==> src/hw/smc_regs.svh <==
// register indices, field positions, reset values and timing counts
`ifndef SMC_REGS_SVH
`define SMC_REGS_SVH
`define SMC_IDX_CTRL      8'h33
`define SMC_IDX_GATE0     8'h64
`define SMC_IDX_GATE1     8'h65
`define SMC_IDX_STATUS    8'h66
`define SMC_CTRL_SE_BIT   0
`define SMC_CTRL_MODE_LSB 1
`define SMC_CTRL_MODE_MSB 3
`define SMC_CTRL_RST      4'h0
`define SMC_GATE_RST      8'h00
`define SMC_GATE0_MASK    8'hee
`define SMC_GATE1_MASK    8'h3f
`define SMC_HOLD_CYC      20'h00004
`define SMC_STBY_CYC      20'h00006
`define SMC_CNT_W         20
`endif

==> src/hw/smc_pkg.sv <==
// types shared by the sleep mode controller
package smc_pkg;
  typedef enum logic [1:0] {
    SMC_RUN    = 2'h0,
    SMC_ASLEEP = 2'h1,
    SMC_START  = 2'h3,
    SMC_HOLD   = 2'h2
  } smc_state_t;
  typedef enum logic [2:0] {
    SMC_IDLE  = 3'h0,
    SMC_PDOWN = 3'h2,
    SMC_PSAVE = 3'h3,
    SMC_STBY  = 3'h6,
    SMC_XSTBY = 3'h7
  } smc_mode_t;
endpackage

==> src/hw/smc_ctrl.sv <==
// sleep mode and clock gating controller with apb register slave
`include "smc_regs.svh"

// Function
// - sleep only when enable bit is set and sleep instruction executes
// - on interrupt wake, hold cpu four cycles after start-up, then resume
// - register file and data memory are kept unchanged across sleep
// - reset during sleep wakes the device and restarts at the reset vector
// - power-down and power-save wake waits the fuse-selected time-out
// - mode 000 is idle: only cpu and flash clocks stop
// - idle wakes on any enabled interrupt source
// - mode 010 is power-down: oscillator and all generated clocks stop
// - power-down wakes only on listed external and watchdog events
// - outside idle, external interrupt pins wake only as held levels
// - mode 011 is power-save: power-down plus running timer2
// - timer2 wakes power-save only with its mask bit and global enable
// - power-save stops timer oscillator or sync source that timer2 lacks
// - mode 110 is standby: power-down with oscillator on, six-cycle wake
// - mode 111 is extended standby: power-save with oscillator, six cycles
// - timer oscillator kept only while timer2 is async; async domain too, but only in mode 111
// - setting a gate bit stops that peripheral clock and locks its regs
// - clearing a gate bit restarts the clock with state preserved
// - control register: mode in bits 3..1, enable in bit 0; some reserved
module smc_ctrl #(
  parameter logic [19:0] TOUT_SHORT = 20'h04000,
  parameter logic [19:0] TOUT_LONG  = 20'h10000
) (
  input  wire logic        i_clk_sys,
  input  wire logic        i_nrst,
  input  wire logic        i_psel,
  input  wire logic        i_penable,
  input  wire logic        i_pwrite,
  input  wire logic [11:0] i_paddr,
  input  wire logic [31:0] i_pwdata,
  output logic      [31:0] o_prdata,
  output logic             o_pready,
  output logic             o_pslverr,
  input  wire logic        i_sleep_instr,
  input  wire logic        i_gie,
  input  wire logic [1:0]  i_timer2_irq_mask,
  input  wire logic        i_t2_async,
  input  wire logic        i_t2_running,
  input  wire logic [3:0]  i_clock_source_fuses,
  input  wire logic [3:0]  i_ext_irq_en,
  input  wire logic [3:0]  i_ext_irq_flag,
  input  wire logic [3:0]  i_ext_irq_pins_n,
  input  wire logic        i_wake_comm,
  input  wire logic        i_wake_card,
  input  wire logic        i_wake_pcint,
  input  wire logic        i_wake_kbd,
  input  wire logic        i_wake_wdt,
  input  wire logic        i_wake_t2_ovf,
  input  wire logic        i_wake_t2_cmp,
  input  wire logic        i_wake_spm_ee,
  input  wire logic        i_wake_other,
  input  wire logic        i_ext_reset,
  output logic             o_core_clk_en,
  output logic             o_prog_mem_clk_en,
  output logic             o_io_clk_en,
  output logic             o_hs_clk_en,
  output logic             o_async_clk_en,
  output logic             o_main_osc_en,
  output logic             o_timer_osc_en,
  output logic             o_t2_sync_clk_en,
  output logic      [15:0] o_periph_clk_en,
  output logic      [15:0] o_periph_lock,
  output logic             o_mem_write_block,
  output logic             o_irq_resume,
  output logic             o_core_restart,
  output logic             o_sleeping
);
  typedef struct packed {
    smc_pkg::smc_state_t state;
    logic [2:0]          mode_sel;
    logic                se;
    logic [2:0]          mode_lat;
    logic [7:0]          gate0;
    logic [7:0]          gate1;
    logic                by_reset;
    logic [31:0]         prdata;
    logic                pready;
    logic                pslverr;
    logic                core_en;
    logic                mem_en;
    logic                io_en;
    logic                hs_en;
    logic                asy_en;
    logic                osc_en;
    logic                tosc_en;
    logic                t2s_en;
    logic [15:0]         pclk_en;
    logic [15:0]         plock;
    logic                mem_blk;
    logic                resume;
    logic                restart;
    logic                sleeping;
    // cycles spent in start and hold, read only by the wake bound check
    logic [20:0]         wake_age;
  } smc_st_t;

  smc_st_t     st;
  smc_st_t     next_st;
  logic [13:0] sync_w;
  logic [3:0]  pins_n_s;
  logic        comm_s;
  logic        card_s;
  logic        pcint_s;
  logic        kbd_s;
  logic        wdt_s;
  logic        t2ovf_s;
  logic        t2cmp_s;
  logic        spm_s;
  logic        other_s;
  logic        rst_s;
  logic        cnt_load;
  logic [19:0] cnt_val;
  logic        cnt_done;
  logic [15:0] pen_w;
  logic [15:0] gate_all;

  // every pin or foreign-domain event is synchronised before use
  smc_sync #(
    .W (14)
  ) u_sync (
    .i_clk_sys (i_clk_sys),
    .i_nrst    (i_nrst),
    .i_async   ({i_ext_irq_pins_n, i_wake_comm, i_wake_card, i_wake_pcint,
                 i_wake_kbd, i_wake_wdt, i_wake_t2_ovf, i_wake_t2_cmp,
                 i_wake_spm_ee, i_wake_other, i_ext_reset}),
    .o_sync    (sync_w)
  );

  assign {pins_n_s, comm_s, card_s, pcint_s, kbd_s, wdt_s,
          t2ovf_s, t2cmp_s, spm_s, other_s, rst_s} = sync_w;

  smc_wake_cnt #(
    .W (`SMC_CNT_W)
  ) u_cnt (
    .i_clk_sys (i_clk_sys),
    .i_nrst    (i_nrst),
    .i_load    (cnt_load),
    .i_count   (cnt_val),
    .o_done    (cnt_done)
  );

  // gate takes effect on the enables one cycle after the register write
  assign gate_all = {st.gate1, st.gate0};
  for (genvar g = 0; g < 16; g++) begin : g_periph
    assign pen_w[g] = ~gate_all[g] & st.io_en;
  end

  logic       acc;
  logic [7:0] idx;
  logic       hit;
  logic       wr;
  logic       legal;
  logic       ext_lvl;
  logic       t2_ev;
  logic       wake;
  logic       t2_sync;
  logic [2:0] m;

  always_comb begin
    next_st         = st;
    cnt_load        = 1'b0;
    cnt_val         = `SMC_HOLD_CYC;
    next_st.resume  = 1'b0;
    next_st.restart = 1'b0;
    acc   = i_psel & i_penable;
    idx   = i_paddr[9:2];
    hit   = (i_paddr[11:10] == 2'h0) &&
            ((idx == `SMC_IDX_CTRL) || (idx == `SMC_IDX_GATE0) ||
             (idx == `SMC_IDX_GATE1) || (idx == `SMC_IDX_STATUS));
    wr    = acc & st.pready & i_pwrite & hit;
    // one wait state: pready rises in the cycle after penable
    next_st.pready  = acc & ~st.pready;
    next_st.pslverr = acc & ~st.pready & ~hit;
    if (acc && !st.pready) begin
      case (idx)
        `SMC_IDX_CTRL:   next_st.prdata = {28'h0, st.mode_sel, st.se};
        `SMC_IDX_GATE0:  next_st.prdata = {24'h0, st.gate0};
        `SMC_IDX_GATE1:  next_st.prdata = {24'h0, st.gate1};
        `SMC_IDX_STATUS: next_st.prdata = {26'h0, st.by_reset, st.mode_lat,
                                           st.state};
        default:         next_st.prdata = 32'h0;
      endcase
    end
    if (wr) begin
      unique case (idx)
        `SMC_IDX_CTRL: begin
          next_st.se = i_pwdata[`SMC_CTRL_SE_BIT];
          next_st.mode_sel =
            i_pwdata[`SMC_CTRL_MODE_MSB:`SMC_CTRL_MODE_LSB];
        end
        `SMC_IDX_GATE0:  next_st.gate0 = i_pwdata[7:0] & `SMC_GATE0_MASK;
        `SMC_IDX_GATE1:  next_st.gate1 = i_pwdata[7:0] & `SMC_GATE1_MASK;
        `SMC_IDX_STATUS: next_st.gate0 = st.gate0;
      endcase
    end

    // reserved mode codes make the sleep instruction a no-op
    legal = (st.mode_sel == smc_pkg::SMC_IDLE)  ||
            (st.mode_sel == smc_pkg::SMC_PDOWN) ||
            (st.mode_sel == smc_pkg::SMC_PSAVE) ||
            (st.mode_sel == smc_pkg::SMC_STBY)  ||
            (st.mode_sel == smc_pkg::SMC_XSTBY);
    ext_lvl = |(i_ext_irq_en & ~pins_n_s);
    t2_ev   = i_gie & ((i_timer2_irq_mask[0] & t2ovf_s) |
                       (i_timer2_irq_mask[1] & t2cmp_s));
    wake    = ext_lvl | comm_s | card_s | pcint_s | kbd_s | wdt_s;
    if (st.mode_lat == smc_pkg::SMC_IDLE) begin
      wake = wake | (|(i_ext_irq_en & i_ext_irq_flag)) | t2_ev |
             spm_s | other_s;
    end else if ((st.mode_lat == smc_pkg::SMC_PSAVE) ||
                 (st.mode_lat == smc_pkg::SMC_XSTBY)) begin
      wake = wake | t2_ev;
    end

    unique case (st.state)
      smc_pkg::SMC_RUN: begin
        if (i_sleep_instr && st.se && legal) begin
          next_st.state    = smc_pkg::SMC_ASLEEP;
          next_st.mode_lat = st.mode_sel;
          next_st.by_reset = 1'b0;
        end
      end
      smc_pkg::SMC_ASLEEP: begin
        if (rst_s || wake) begin
          next_st.by_reset = rst_s;
          cnt_load         = 1'b1;
          if (st.mode_lat == smc_pkg::SMC_IDLE) begin
            next_st.state = smc_pkg::SMC_HOLD;
          end else begin
            next_st.state = smc_pkg::SMC_START;
            if ((st.mode_lat == smc_pkg::SMC_STBY) ||
                (st.mode_lat == smc_pkg::SMC_XSTBY)) begin
              cnt_val = `SMC_STBY_CYC;
            end else begin
              cnt_val = i_clock_source_fuses[0] ? TOUT_LONG
                                                : TOUT_SHORT;
            end
          end
        end
      end
      smc_pkg::SMC_START: begin
        if (rst_s) begin
          next_st.by_reset = 1'b1;
        end
        if (cnt_done) begin
          next_st.state = smc_pkg::SMC_HOLD;
          cnt_load      = 1'b1;
        end
      end
      smc_pkg::SMC_HOLD: begin
        if (rst_s) begin
          next_st.by_reset = 1'b1;
        end
        if (cnt_done) begin
          next_st.state   = smc_pkg::SMC_RUN;
          next_st.resume  = ~(st.by_reset | rst_s);
          next_st.restart = st.by_reset | rst_s;
        end
      end
    endcase

    // enables derive from the next state so they switch on a flop edge
    m       = next_st.mode_lat;
    t2_sync = ~i_t2_async & i_t2_running;
    next_st.core_en = (next_st.state == smc_pkg::SMC_RUN);
    next_st.mem_en  = (next_st.state == smc_pkg::SMC_RUN);
    next_st.io_en   = 1'b1;
    next_st.hs_en   = 1'b1;
    next_st.asy_en  = 1'b1;
    next_st.osc_en  = 1'b1;
    next_st.tosc_en = i_t2_async;
    next_st.t2s_en  = 1'b1;
    if ((next_st.state == smc_pkg::SMC_ASLEEP) ||
        (next_st.state == smc_pkg::SMC_START)) begin
      if (m != smc_pkg::SMC_IDLE) begin
        next_st.io_en = 1'b0;
        next_st.hs_en = 1'b0;
      end
      if ((m == smc_pkg::SMC_PDOWN) || (m == smc_pkg::SMC_STBY)) begin
        next_st.asy_en  = 1'b0;
        next_st.tosc_en = 1'b0;
        next_st.t2s_en  = 1'b0;
        next_st.osc_en  = (m == smc_pkg::SMC_STBY);
      end else if (m == smc_pkg::SMC_PSAVE) begin
        next_st.t2s_en = t2_sync;
        next_st.osc_en = t2_sync;
      end else if (m == smc_pkg::SMC_XSTBY) begin
        next_st.asy_en = i_t2_async;
        next_st.t2s_en = t2_sync;
      end
      // the oscillator restarts for the stabilisation wait
      if (next_st.state == smc_pkg::SMC_START) begin
        next_st.osc_en = 1'b1;
      end
    end
    next_st.pclk_en  = pen_w;
    next_st.plock    = gate_all;
    next_st.mem_blk  = (next_st.state != smc_pkg::SMC_RUN);
    next_st.sleeping = (next_st.state != smc_pkg::SMC_RUN);
    next_st.wake_age = ((next_st.state == smc_pkg::SMC_START) ||
                        (next_st.state == smc_pkg::SMC_HOLD)) ?
                       st.wake_age + 21'h000001 : 21'h000000;
  end

  always_ff @(posedge i_clk_sys or negedge i_nrst) begin
    if (!i_nrst) begin
      st          <= '0;
      st.state    <= smc_pkg::SMC_RUN;
      {st.mode_sel, st.se} <= `SMC_CTRL_RST;
      st.gate0    <= `SMC_GATE_RST;
      st.gate1    <= `SMC_GATE_RST;
      st.core_en  <= 1'b1;
      st.mem_en   <= 1'b1;
      st.io_en    <= 1'b1;
      st.hs_en    <= 1'b1;
      st.asy_en   <= 1'b1;
      st.osc_en   <= 1'b1;
      st.t2s_en   <= 1'b1;
      st.pclk_en  <= 16'hffff;
    end else begin
      st <= next_st;
    end
  end

  assign o_prdata          = st.prdata;
  assign o_pready          = st.pready;
  assign o_pslverr         = st.pslverr;
  assign o_core_clk_en     = st.core_en;
  assign o_prog_mem_clk_en = st.mem_en;
  assign o_io_clk_en       = st.io_en;
  assign o_hs_clk_en       = st.hs_en;
  assign o_async_clk_en    = st.asy_en;
  assign o_main_osc_en     = st.osc_en;
  assign o_timer_osc_en    = st.tosc_en;
  assign o_t2_sync_clk_en  = st.t2s_en;
  assign o_periph_clk_en   = st.pclk_en;
  assign o_periph_lock     = st.plock;
  assign o_mem_write_block = st.mem_blk;
  assign o_irq_resume      = st.resume;
  assign o_core_restart    = st.restart;
  assign o_sleeping        = st.sleeping;

  // longest start-up plus the hold phase, with room for the six-cycle wake
  localparam logic [20:0] AGE_MAX =
    21'(TOUT_LONG > TOUT_SHORT ? TOUT_LONG : TOUT_SHORT) + 21'h00000a;
endmodule // smc_ctrl

==> src/hw/smc_sync.sv <==
// two flip-flop synchroniser for asynchronous wake inputs
module smc_sync #(
  parameter int W = 1
) (
  input  wire logic         i_clk_sys,
  input  wire logic         i_nrst,
  input  wire logic [W-1:0] i_async,
  output logic      [W-1:0] o_sync
);
  typedef struct packed {
    logic [W-1:0] s1;
    logic [W-1:0] s2;
  } smc_sync_st_t;

  smc_sync_st_t st;
  smc_sync_st_t next_st;

  always_comb begin
    next_st.s1 = i_async;
    next_st.s2 = st.s1;
  end

  always_ff @(posedge i_clk_sys or negedge i_nrst) begin
    if (!i_nrst) begin
      st <= '0;
    end else begin
      st <= next_st;
    end
  end

  assign o_sync = st.s2;
endmodule // smc_sync

==> src/hw/smc_wake_cnt.sv <==
// down counter timing start-up and hold phases; done in the last cycle
module smc_wake_cnt #(
  parameter int W = 20
) (
  input  wire logic         i_clk_sys,
  input  wire logic         i_nrst,
  input  wire logic         i_load,
  input  wire logic [W-1:0] i_count,
  output logic              o_done
);
  typedef struct packed {
    logic         busy;
    logic [W-1:0] cnt;
  } smc_cnt_st_t;

  smc_cnt_st_t st;
  smc_cnt_st_t next_st;

  // a load of n gives done in the n-th cycle after the load edge
  always_comb begin
    next_st = st;
    if (i_load) begin
      next_st.busy = 1'b1;
      next_st.cnt  = i_count;
    end else if (st.busy) begin
      next_st.cnt = st.cnt - W'(1);
      if (st.cnt == W'(1)) begin
        next_st.busy = 1'b0;
      end
    end
  end

  always_ff @(posedge i_clk_sys or negedge i_nrst) begin
    if (!i_nrst) begin
      st <= '0;
    end else begin
      st <= next_st;
    end
  end

  assign o_done = st.busy && (st.cnt == W'(1));
endmodule // smc_wake_cnt

==> config.mk <==
export PLATFORM = sky130hd
export DESIGN_NAME = smc_ctrl
export DESIGN_NICKNAME = d
export VERILOG_FILES = /design/src/hw/smc_pkg.sv /design/src/hw/smc_ctrl.sv /design/src/hw/smc_sync.sv /design/src/hw/smc_wake_cnt.sv
export VERILOG_INCLUDE_DIRS = /design/src /design/src/hw
export SDC_FILE = /design/constraint.sdc
export NUM_CORES = 1
export LEC_CHECK = 0
export BUFFER_PORTS_ARGS = -buffer_cell sky130_fd_sc_hd__buf_2
export CELL_PAD_IN_SITES_DETAIL_PLACEMENT = 0
export CELL_PAD_IN_SITES_GLOBAL_PLACEMENT = 1
export CORE_MARGIN = 5
export CORE_UTILIZATION = 35
export DETAILED_ROUTE_END_ITERATION = 8
export HOLD_SLACK_MARGIN = 0.1
export PLACE_DENSITY = 0.86
export REMOVE_ABC_BUFFERS = 1
export SLEW_MARGIN = 10
export SYNTH_ARGS = -nofsm -noshare
export SYNTH_HDL_FRONTEND = slang
export SYNTH_SLANG_ARGS = --single-unit
==> constraint.sdc <==
create_clock -name i_clk_sys -period 2.05 [get_ports i_clk_sys]
set_input_delay 0.205 -clock i_clk_sys [delete_from_list [all_inputs] [get_ports i_clk_sys]]
set_output_delay 0.205 -clock i_clk_sys [all_outputs]
set_load 0.01 [all_outputs]
# After elaboration in Yosys (flattened, before gate mapping)
# Cells that the tools add are included.
# totals
register_bits	142
in_bits	81
elab_cells	176
out_inout_bits	78
# classes
n_reduce_logical	33
n_eq_ne	24
bitwise	53
addsub	1
mux	39
# ops
op	count
$mux W17	5
$mux W21	2
$pmux W8 S4	1
$eq A8 B7 Y1 const B	3
$and A1 B1 Y1	22
$eq A20 B1 Y1 const B	1
$sub A20 B1 Y20 const B	1
$eq A3 B3 Y1 const B	6
$mux W1	17
$mux W2	8
$not A1 Y1	16
$eq A3 B2 Y1 const B	5
$logic_or A1 B1 Y1	12
$or A1 B1 Y1	12
$and A4 B4 Y4	2
$eq A8 B6 Y1 const B	1
$pmux W2 S4	1
$reduce_or A4 Y1	2
$eq A2 B2 Y1 const B	3
$logic_not A2 Y1	3
$logic_not A3 Y1	2
$mux W3	2
$mux W6	1
$reduce_and A2 Y1	3
other kinds (12)	19

# Logic depth before layout (Yosys ltp)
# Gate-level depths: netlist of the first run.
# logic_depth
depth_word	19
mapped_depth	9
depth_no_buf	8

# Modules after synthesis
# A second synthesis of the first run with hierarchy kept.
# hier_totals
hier_cells	444
area_unflattened_um2	5162.5
# by_module_without_submodules
module	area_each_um2	n_inst	seq_area_each_um2	cells_each
smc_ctrl	3231.8	1	1674.1	279
smc_wake_cnt	1229.9	1	525.5	137
smc_sync	700.7	1	700.7	28

# Least setup slack after synthesis of the first run
# Ideal clock, no wire load.
# synth_path
path_kind	register -> register
start	register u_cnt.st[1] in the netlist's numbering
end	register u_cnt.st[1] in the netlist's numbering
arrival_ps	2074
setup_slack_ps	-148
period_less_slack_ps	2198
setup_ps	124
path_stages_with_launch	10
cell_sequence	dfrtp_1 > inv_1 > ha_1 > or3b_2 > nor3_2 > a21oi_2 > a311oi_2 > buf_6 > o22ai_1 > o31a_1
# synth_between
elab_chain_cells	5
# synth_lines
element	line	source
from (decl)	smc_wake_cnt.sv:16	smc_cnt_st_t st;
from (signal assigned)	smc_wake_cnt.sv:37	st <= next_st;
parallel branches: the longest is 5 deep, another holds $sub A20 B1 Y20	n/a	
# Parallel ways; which one is timed is not known. The select of a mux whose other input is x is not followed.
# A chain may end at the register's enable or synchronous reset.

# Final worst setup path of the first run
# layout_path
start	register u_cnt.st[16] in the netlist's numbering
end	register u_cnt.st[1] in the netlist's numbering
# layout_between
elab_chain_cells	5
# layout_lines
element	line	source
$eq A20 B1 Y1 (*)	smc_wake_cnt.sv:41	assign o_done = st.busy && (st.cnt == W'(1));
$logic_and A1 B1 Y1 (*)	smc_wake_cnt.sv:41	
$mux W1 (*)	smc_ctrl.sv:249	if (cnt_done) begin
$pmux W1 S2 (*)	smc_ctrl.sv:219	unique case (st.state)
$mux W21 / $reduce_bool A2 Y1 (equally long branches)	n/a	
# Mark *: on every way between the ends. The rest lies on a longest branch, timed or not.

==> results of run 1 <==
-- cell type report --
| class | count | area share [%] |
|---|---|---|
| well taps | 180 | 3.272 |
| inverters | 16 | 0.8724 |
| multi-input cells | 240 | 25.74 |
| clock buffers | 20 | 6.779 |
| clock inverters | 12 | 3.617 |
| flip-flops and latches | 115 | 42.13 |
| repair buffers | 181 | 17.59 |
-- where the power goes --
part,leakage (nW),internal (mW),switching [mW]
Combinational,1.50,0.851,0.791
Clock,0.347,2.50,1.01
Sequential,1.43,2.51,0.165
Total,3.27,5.86,1.96
-- per-stage QoR --
stage | cells | utilization, %
finish | 764 | 49.59
global route | 764 | 49.59
CTS | 761 | 48.70
detailed placement | 696 | 40.18
global placement | 696 | 40.18
floorplan | 371 | -
-- cell families after synthesis --
logic type                 after synthesis
buffers and inverters                   90
other                                    1
AOI/OAI and AO/OA                       55
adders and majority gates                2
and+or+nand+nor                        120
DFF                                    115
muxes                                   20
xor gates and xnor gates                15
-- flip-flops by register name, indices dropped and copies added (netlist names), 8 cells and up --
signal / cells
st: 10
o_periph_lock: 12
u_cnt.st: 21
u_sync.next_st: 14
gate_all: 12
o_prdata: 8
o_periph_clk_en: 13
u_sync.o_sync: 14
-- synth_stat cells, types with 4 or more instances --
cell and instances:
mux2_2 17, buf_4 67, or3b_2 4, a21oi_1 10, nor2b_1 14, dfrtp_1 97
or3_1 6, clkbuf_1 5, o21ai_0 11, nor4_1 5, inv_1 16, dfstp_2 18
nand3_1 7, nor2_1 29, nor3_1 7, xnor2_1 12, nand2_1 25
-- worst max-delay path by stage --
stage	from	end	slack, ps	cells past startpoint
2_1_floorplan	u_cnt.st[1]	u_cnt.st[1]	-600	8
3_3_place_gp	u_cnt.st[1]	u_cnt.st[14]	-170	8
3_5_place_dp	u_cnt.st[1]	u_cnt.st[16]	-220	8
4_1_cts	u_sync.o_sync[9]	u_cnt.st[1]	-130	7
5_1_grt	u_cnt.st[16]	u_cnt.st[1]	-200	7
6_report	u_cnt.st[16]	u_cnt.st[1]	-120	7
-- worst max-delay path, delay by kind of cell, from the launching register on --
| kind | cells | cell delay (ps) |
|---|---|---|
| compound gates | 4 | 600 |
| buf+inv | 1 | 190 |
| flops | 1 | 380 |
| simple gates | 2 | 890 |
-- timing repair --
item	CTS	global route
cloned	1	0
resized for setup	36	27
setup buffers	5	4
setup endpoints to repair	27	30
endpoints found under the hold margin	134	0
pin swaps	16	11
hold buffers	27	0
-- layer usage --
metal	track usage (%)	part of all wire, %	vias up
met5	0	0	-
met4	5.868	2.0	0
met3	4.649	5.6	19
met2	23.51	51	119
met1	16.95	41	1683
li1	-	-	1640
==> flow_summary.toml, run 1 <==
[finish]
fillers = 1200
final_cell_mix = "100 x buf_2, 97 x dfrtp_1, 47 x buf_4"
drive_above_1_share_pct = 46.92
layout_commonest_cell = "buf_2"
n_antenna_cell = 0
fin_nets = 654
syn_to_final_growth_pct = 39.40
fin_area_sq_um = 6884
multi_input_area_sq_um = 1772
ff_latch_area_sq_um = 2900

[timing]
hold_slack_ps = 131.3
max_freq_ghz = 0.4615
hold_violations = 0
clock_skew_ps = 17.08
relSlewSlack_pct = 55.28
worstMarginPinSlew_ps = 670.8
rsz0062_at_grt = "yes"
period_needed_ps = 2167
tns_ps = -983.8
finalCritPeriodShare_pct = 105.7
layout_setup_ws_ps = -117.0
drv_slew = 0
setup_viol = 24

[drt]
ant_nets = 0
vias_per_cell = 4.530
wl_per_cell_um = 14.76
vias = 3461
totalWireLength_um = 11280
drc = 0
firstDrtPassIters = 4
drt-initial-drc-count = 184

[worst_setup_path]
crit_fanout = 5
crit_path_top_delay_cell = "or4_4"
startpoint_type = "register"
reg2reg_from = "u_cnt.st[16]"
regToRegSetupSlack_ps = -120
r2r-end = "u_cnt.st[1]"
reg2reg_depth = 7
crit_chain = "or4_4 -> nor4b_4 -> a21oi_2 -> a311oi_4 -> buf_4 -> o22ai_2 -> o31a_1"
worst_ep_arrival_time_ps = 2460
crit_path_end_kind = "register"
worstSetupPathType = "register to register"
slowest_delay_ps = 560
worstPathRequired_ps = 2340

[logic_synthesis]
synth_seq_cells = 115
yosysSeqAreaShare_pct = 58.73
synth_compound_area_share_pct = 7.727
synthSimpleGateAreaFrac_pct = 13.71
synthCells = 418
synthArstFlopShare_pct = 100.0
synthTopCellsByArea = "dfrtp_1 49%, buf_4 10%, dfstp_2 9.6%"
ys_types = 59
yosysWarnings = 0
yosys-mux-area-fraction_pct = 4.484
syn_area_sq_um = 4938
synth-xor-area-share_pct = 2.660
synth.top_cell.area_share_pct = 49.15
synth-edff-count = 0
yosysTopAreaCell = "dfrtp_1"
synth_flop_cell = "dfrtp_1"
synth.avg_cell_area_sq_um = 11.81
synth_top_family_by_area = "simple AND/OR/NAND/NOR gates"
synthAdderAreaFrac_pct = 0.5067

[floorplanning]
design.portCount = 159
die_h_um = 128.8
start_util_pct = 35.58
dieArea_sq_um = 16590
die_x_um = 128.8
core_sq_um = 13880
std_cell_rows = 43

[worst_hold_path]
hold_start = "i_t2_running"
hold_path_depth = 3
hold_path_class = "input pin to register"
min_delay_worst_endpoint = "o_t2_sync_clk_en"

[placement]
gp_congestion = 0.8168
place_area_sq_um = 5578
hpwl_um = 7757
numPortBuffers = 101
pre_cts_slack_ps = -222.1

[global_routing]
antenna_found_initial = 0
grt_first_pass_wirelength_um = 18320
grt-ovfl-total = 0
first_global_vias = 3788
grtUsageTotal_pct = 14.17
grt_max_degree = 116

[outcome]
violations = "setup timing"
status = "finished with violations"

[clocking]
clock-sinks = 115
ctsLongestPathBuffers = 2
cts-buffers-inserted = 17
cts-root-buf = "clkbuf_16"
cts_max_level = 4
cts_tree = "built"
path_clk_slew_ps = 50
insertion_delay_ps = 410

[power]
total_power_mw = 7.823
leakage_nw = 3.270
peakVddDrop_v = 0.0007861
power_density_nw_per_um2 = 1136

[job]
cap_violations = 0
(Power assumes the default switching activity.)
==> run 2: changes to the inputs <==
- CELL_PAD_IN_SITES_DETAIL_PLACEMENT: 0 -> 2
- CELL_PAD_IN_SITES_GLOBAL_PLACEMENT: 1 -> 2
- CORE_UTILIZATION: 35 -> 34
- PLACE_DENSITY: 0.86 -> 0.95
- clock period: 2.05 -> 2.6 ns (I/O delays scaled with it)
==> flow_summary.toml, run 2 (synthesized netlist as in run 1, its figures left out) <==
[worst_hold_path]
hold_start = "i_pwdata[7]"
hold_path_class = "input pin to register"

[clocking]
cts-root-buf = "clkbuf_16"
clock-sinks = 115
cts-buffers-inserted = 17
insertion_delay_ps = 430
postCtsSetupRepairBufs = 0
cts_max_level = 4
cts_tree = "built"
path_clk_slew_ps = 60
ctsLongestPathBuffers = 2

[outcome]
status = "finished, final reports clean"

[global_routing]
first_global_vias = 4155
grtUsageTotal_pct = 18.35
grt_max_degree = 72
grt-ovfl-total = 0
grt_first_pass_wirelength_um = 23190
antenna_found_initial = 0

[worst_setup_path]
worstSetupPathType = "register to register"
worst_ep_arrival_time_ps = 2780
crit_fanout = 14
crit_path_end_kind = "register"
regToRegSetupSlack_ps = 170
cp-startpoint = "u_cnt.st[1]"
reg2reg_from = "u_cnt.st[1]"
worstPathRequired_ps = 2950
startpoint_type = "register"

[timing]
hold_violations = 0
finalCritPeriodShare_pct = 93.61
worstMarginPinSlew_ps = 623.6
clock_skew_ps = 8.320
relSlewSlack_pct = 58.43
drv_slew = 0
period_needed_ps = 2434
max_freq_ghz = 0.4109
setup_viol = 0
rsz0062_at_grt = "no"

[drt]
totalWireLength_um = 14690
drt-initial-drc-count = 96
drc = 0
vias_per_cell = 4.873
ant_nets = 0
wl_per_cell_um = 20.46
vias = 3499
firstDrtPassIters = 5

[finish]
syn_to_final_growth_pct = 25.31
drive_above_1_share_pct = 36.89
fin_nets = 604
largest-register = "u_cnt.st"
layout_commonest_cell = "buf_2"
final_cell_mix = "100 x buf_2, 97 x dfrtp_1, 29 x nor2_1"
n_antenna_cell = 0
instances_no_fill = 718
largest_reg_flops = 21

[floorplanning]
start_util_pct = 34.37
design.portCount = 159
core_sq_um = 14370
dieArea_sq_um = 17040
std_cell_rows = 44
die_x_um = 130.5
die_h_um = 130.5

[power]
power_density_nw_per_um2 = 890.5
total_power_mw = 5.511
leakage_nw = 2.941
peakVddDrop_v = 0.0004405

[placement]
hpwl_um = 9941
gp_congestion = 0.7760
place_inst = 666
numPortBuffers = 101

[job]
cap_violations = 0
[run 2: cell types whose count changed in the layout (fill, tap and decap cells not counted), sizes merged, moves of 2 or more]
cell         previous run  this run
buf                   154       111
bufinv                  7         4
clkinv                  3         6
clkinvlp                1         3
dlygate4sd3            27        20
[run 2: final cells by class]
| cell class | instances | area, sq um |
|---|---|---|
| Clock inverter | 13 | 183.9 |
| Clock buffer | 19 | 442.9 |
| Tap cell | 184 | 230.2 |
| Multi-Input combinational cell | 240 | 1572 |
| Sequential cell | 115 | 2900 |
| Inverter | 16 | 60.06 |
| Fill cell | 1461 | 8180 |
| Timing Repair Buffer | 131 | 799.5 |
[run 2: what timing repair did]
| item | CTS | global route |
|---|---|---|
| hold buffers | 20 | 0 |
| hold endpoints to repair | 64 | 0 |
| endpoints found under the setup margin | 5 | 5 |
| resized for setup | 2 | 4 |
[run 2: worst max-delay path: stages, from the launching register on]
cell	delay (ps)
dfrtp_1	430
inv_1	110
ha_1	160
or3b_2	470
nor3_2	290
a21oi_2	110
a311oi_4	360
buf_6	220
nor2b_1	70
o21ai_0	140
[run 2: through the flow]
stage	worst slack [ps]	utilization, %	TNS (ps)	area [sq um]	hold slack [ps]
floorplan	-46.76	-	-46.76	4502	-35.59
global placement	204.1	37.08	0	5328	303.5
detailed placement	73.08	37.08	0	5328	321.0
CTS	65.46	42.89	0	6162	101.1
global route	3.950	43.07	0	6188	109.2
finish	166.0	43.07	0	6188	116.4
[run 2: path summary, 6_finish.rpt]
path	depth (start not counted)	to
min in group asynchronous	2	u_sync.o_sync[12]
min reg2reg	0	u_sync.o_sync[11]
max reg2reg	9	u_cnt.st[2]
min	2	gate_all[7]
max in group asynchronous	3	o_periph_clk_en[7]
max	9	u_cnt.st[2]
[run 2: power breakdown]
part / leakage, nW / switching (mW) / internal (mW) / total, mW
Clock: 0.299 / 0.865 / 1.62 / 2.49
Sequential: 1.43 / 0.234 / 1.98 / 2.21
Combinational: 1.22 / 0.443 / 0.366 / 0.809
Total: 2.94 / 1.54 / 3.97 / 5.51
[run 2: layer usage]
| layer | up-vias | global-route usage, % | wire length, um |
|---|---|---|---|
| met5 | - | 0 | 0 |
| li1 | 1538 | - | - |
| met3 | 40 | 5.163 | 785 |
| met4 | 0 | 8.530 | 471 |
| met2 | 124 | 32.27 | 7901 |
| met1 | 1797 | 20.57 | 5529 |
==> run 3: changes to the inputs <==
- ABC_AREA: default -> 1
- CORE_UTILIZATION: 34 -> 33
- PLACE_DENSITY: 0.95 -> default
- PLACE_DENSITY_LB_ADDON: default -> 0.1
- SLEW_MARGIN: 10 -> 15
==> flow_summary.toml, run 3 <==
[outcome]
status = "finished, final reports clean"

[logic_synthesis]
synth_flop_cell = "dfrtp_1"
synth_seq_cells = 115
synth_commonest_cells = "131 x nand2_1, 97 x dfrtp_1, 68 x buf_4"
synthArstFlopShare_pct = 100.0
synth.top_cell.area_share_pct = 45.33
synth_most_common_cell = "nand2_1"
synthCells = 580
synth-edff-count = 0
yosysTopAreaCell = "dfrtp_1"
syn_area_sq_um = 5355
yosysWarnings = 0
synth.avg_cell_area_sq_um = 9.233
ys_types = 38
yosysSeqAreaShare_pct = 54.16
synthTopCellsByArea = "dfrtp_1 45%, buf_4 9.5%, nand2_1 9.2%"

[finish]
largest_reg_flops = 21
largest-register = "u_cnt.st"
ff_latch_area_sq_um = 2900
syn_to_final_growth_pct = 21.45
layout_commonest_cell = "nand2_1"
drive_above_1_share_pct = 27.37
instances_no_fill = 903
fillers = 1825
fin_nets = 757
n_antenna_cell = 0
final_core_util_pct = 40.94
multi_input_area_sq_um = 1788
final_cell_mix = "131 x nand2_1, 100 x buf_2, 97 x dfrtp_1"

[floorplanning]
core_sq_um = 15890
dieArea_sq_um = 18870
die_x_um = 137.4
start_util_pct = 33.71
std_cell_rows = 46
design.portCount = 159
die_h_um = 137.4

[drt]
drt-initial-drc-count = 120
wl_per_cell_um = 16.41
vias_per_cell = 4.584
ant_nets = 0
totalWireLength_um = 14820
vias = 4139
firstDrtPassIters = 4
drc = 0

[worst_setup_path]
crit_top_cell = "nand2_1"
crit_path_end_kind = "register"
regToRegSetupSlack_ps = 810
worstSetupPathType = "register to register"
crit_fanout = 17
startpoint_type = "register"
crit_chain = "inv_1 -> nand2_1 -> nor2_1 -> nand2_1 -> nor2_1 -> nand3_2 -> nand2_4 -> nand2_4 -> o21ai_0 -> nand2_1"
worst_ep_arrival_time_ps = 2080
slowest_delay_ps = 370
worstPathRequired_ps = 2890
crit_path_top_delay_cell = "dfrtp_1"

[power]
leakage_nw = 3.354
power_density_nw_per_um2 = 931.7
peakVddDrop_v = 0.0005961

[timing]
setup_viol = 0
finalCritPeriodShare_pct = 68.96
worstMarginPinSlew_ps = 581.4
period_needed_ps = 1793
drv_slew = 0
hold_violations = 0
clock_skew_ps = 9.661
rsz0062_at_grt = "no"
tns_ps = 0
max_freq_ghz = 0.5577
relSlewSlack_pct = 61.24

[placement]
gp_congestion = 0.7514
place_inst = 854
numPortBuffers = 101
hpwl_um = 10780

[clocking]
postCtsSetupRepairBufs = 0
clock-sinks = 115
ctsLongestPathBuffers = 2
insertion_delay_ps = 410
cts_max_level = 4
path_clk_slew_ps = 60
cts_tree = "built"
cts-root-buf = "clkbuf_16"
cts-buffers-inserted = 17

[global_routing]
grt-ovfl-total = 0
antenna_found_initial = 0
first_global_vias = 4705
grt_max_degree = 51
grt_first_pass_wirelength_um = 24450
grtUsageTotal_pct = 16.91

[job]
cap_violations = 0

[worst_hold_path]
hold_path_class = "input pin to register"
-- run 3: changes by cell type after synthesis, moves of 6 or more --
| cell | previous run | this run |
|---|---|---|
| xnor2_1 | 12 | 2 |
| nor2_1 | 29 | 55 |
| mux2_2 | 17 | 0 |
| nor2b_1 | 14 | 0 |
| nand4_1 | 2 | 25 |
| nand2_1 | 25 | 131 |
| nor2_2 | 0 | 10 |
| or3_1 | 6 | 0 |
| inv_1 | 16 | 55 |
| xor2_1 | 3 | 11 |
| nand3_1 | 7 | 31 |
-- run 3: logic make-up (layout without fill, tap and decap cells) --
kind of cell | Yosys count | count (layout) | share of synthesized area, %
adders and majority gates | 2 | 2 | 0.4672
and+or+nand+nor | 287 | 287 | 25.70
DFF | 115 | 115 | 54.16
AOI/OAI and AO/OA | 30 | 30 | 3.131
buffers and inverters | 132 | 212 | 14.35
xor gates and xnor gates | 13 | 13 | 2.126
other | 1 | 28 | 0.07003
-- run 3: final timing paths --
path                                    from             endpoint  depth (start not counted)
max                         u_sync.o_sync[7]          u_cnt.st[2]                         10
max in group asynchronous             i_nrst  o_periph_clk_en[13]                          3
min                              i_pwdata[4]         gate_all[12]                          3
min in group asynchronous             i_nrst    u_sync.next_st[5]                          2
max reg2reg                 u_sync.o_sync[7]          u_cnt.st[2]                         10
min reg2reg                u_sync.next_st[4]     u_sync.o_sync[4]                          0
-- run 3: repair_timing --
action | in CTS | in global routing
resized for setup | 0 | 0
hold buffers | 17 | 0
endpoints found under the hold margin | 53 | 0
-- run 3: where the power goes --
| group | switching [mW] | internal (mW) |
|---|---|---|
| Combinational | 0.811 | 0.452 |
| Sequential | 0.252 | 2.16 |
| Clock | 0.854 | 1.53 |
| Total | 1.92 | 4.14 |
-- run 3: metal layers --
metal,vias up,global-route usage (%),routed length (um)
met5,-,0,0
met4,0,5.100,197
met3,15,5.186,714
met2,78,30.29,7944
met1,2108,19.27,5964
li1,1938,-,-
-- run 3: layout make-up --
type	count	area share, %
clock buffer	20	6.868
clock inverter	12	2.405
inverter	57	3.290
multi-input combinational	360	27.49
sequential	115	44.59
tap	216	4.155
timing repair buffer	123	11.20
-- run 3: through the flow --
stage          hold slack (ps)  setup WS, ps  power [mW]  cell area [sq um]
2_1_floorplan           -35.59         910.4       3.186               4902
3_3_place_gp             285.3         799.6       3.624               5731
3_5_place_dp             302.2         771.0       3.692               5731
4_1_cts                  105.6         782.0       6.173               6504
5_1_grt                  114.4         604.2       6.442               6504
6_report                 121.2         807.1       6.060               6504
-- run 3: critical path: cells and delay by family, from the launching register on --
| kind | cells | cell delay (ps) |
|---|---|---|
| AOI/OAI and AO/OA | 1 | 190 |
| buffers and inverters | 1 | 60 |
| DFF | 1 | 370 |
| and+or+nand+nor | 8 | 1050 |
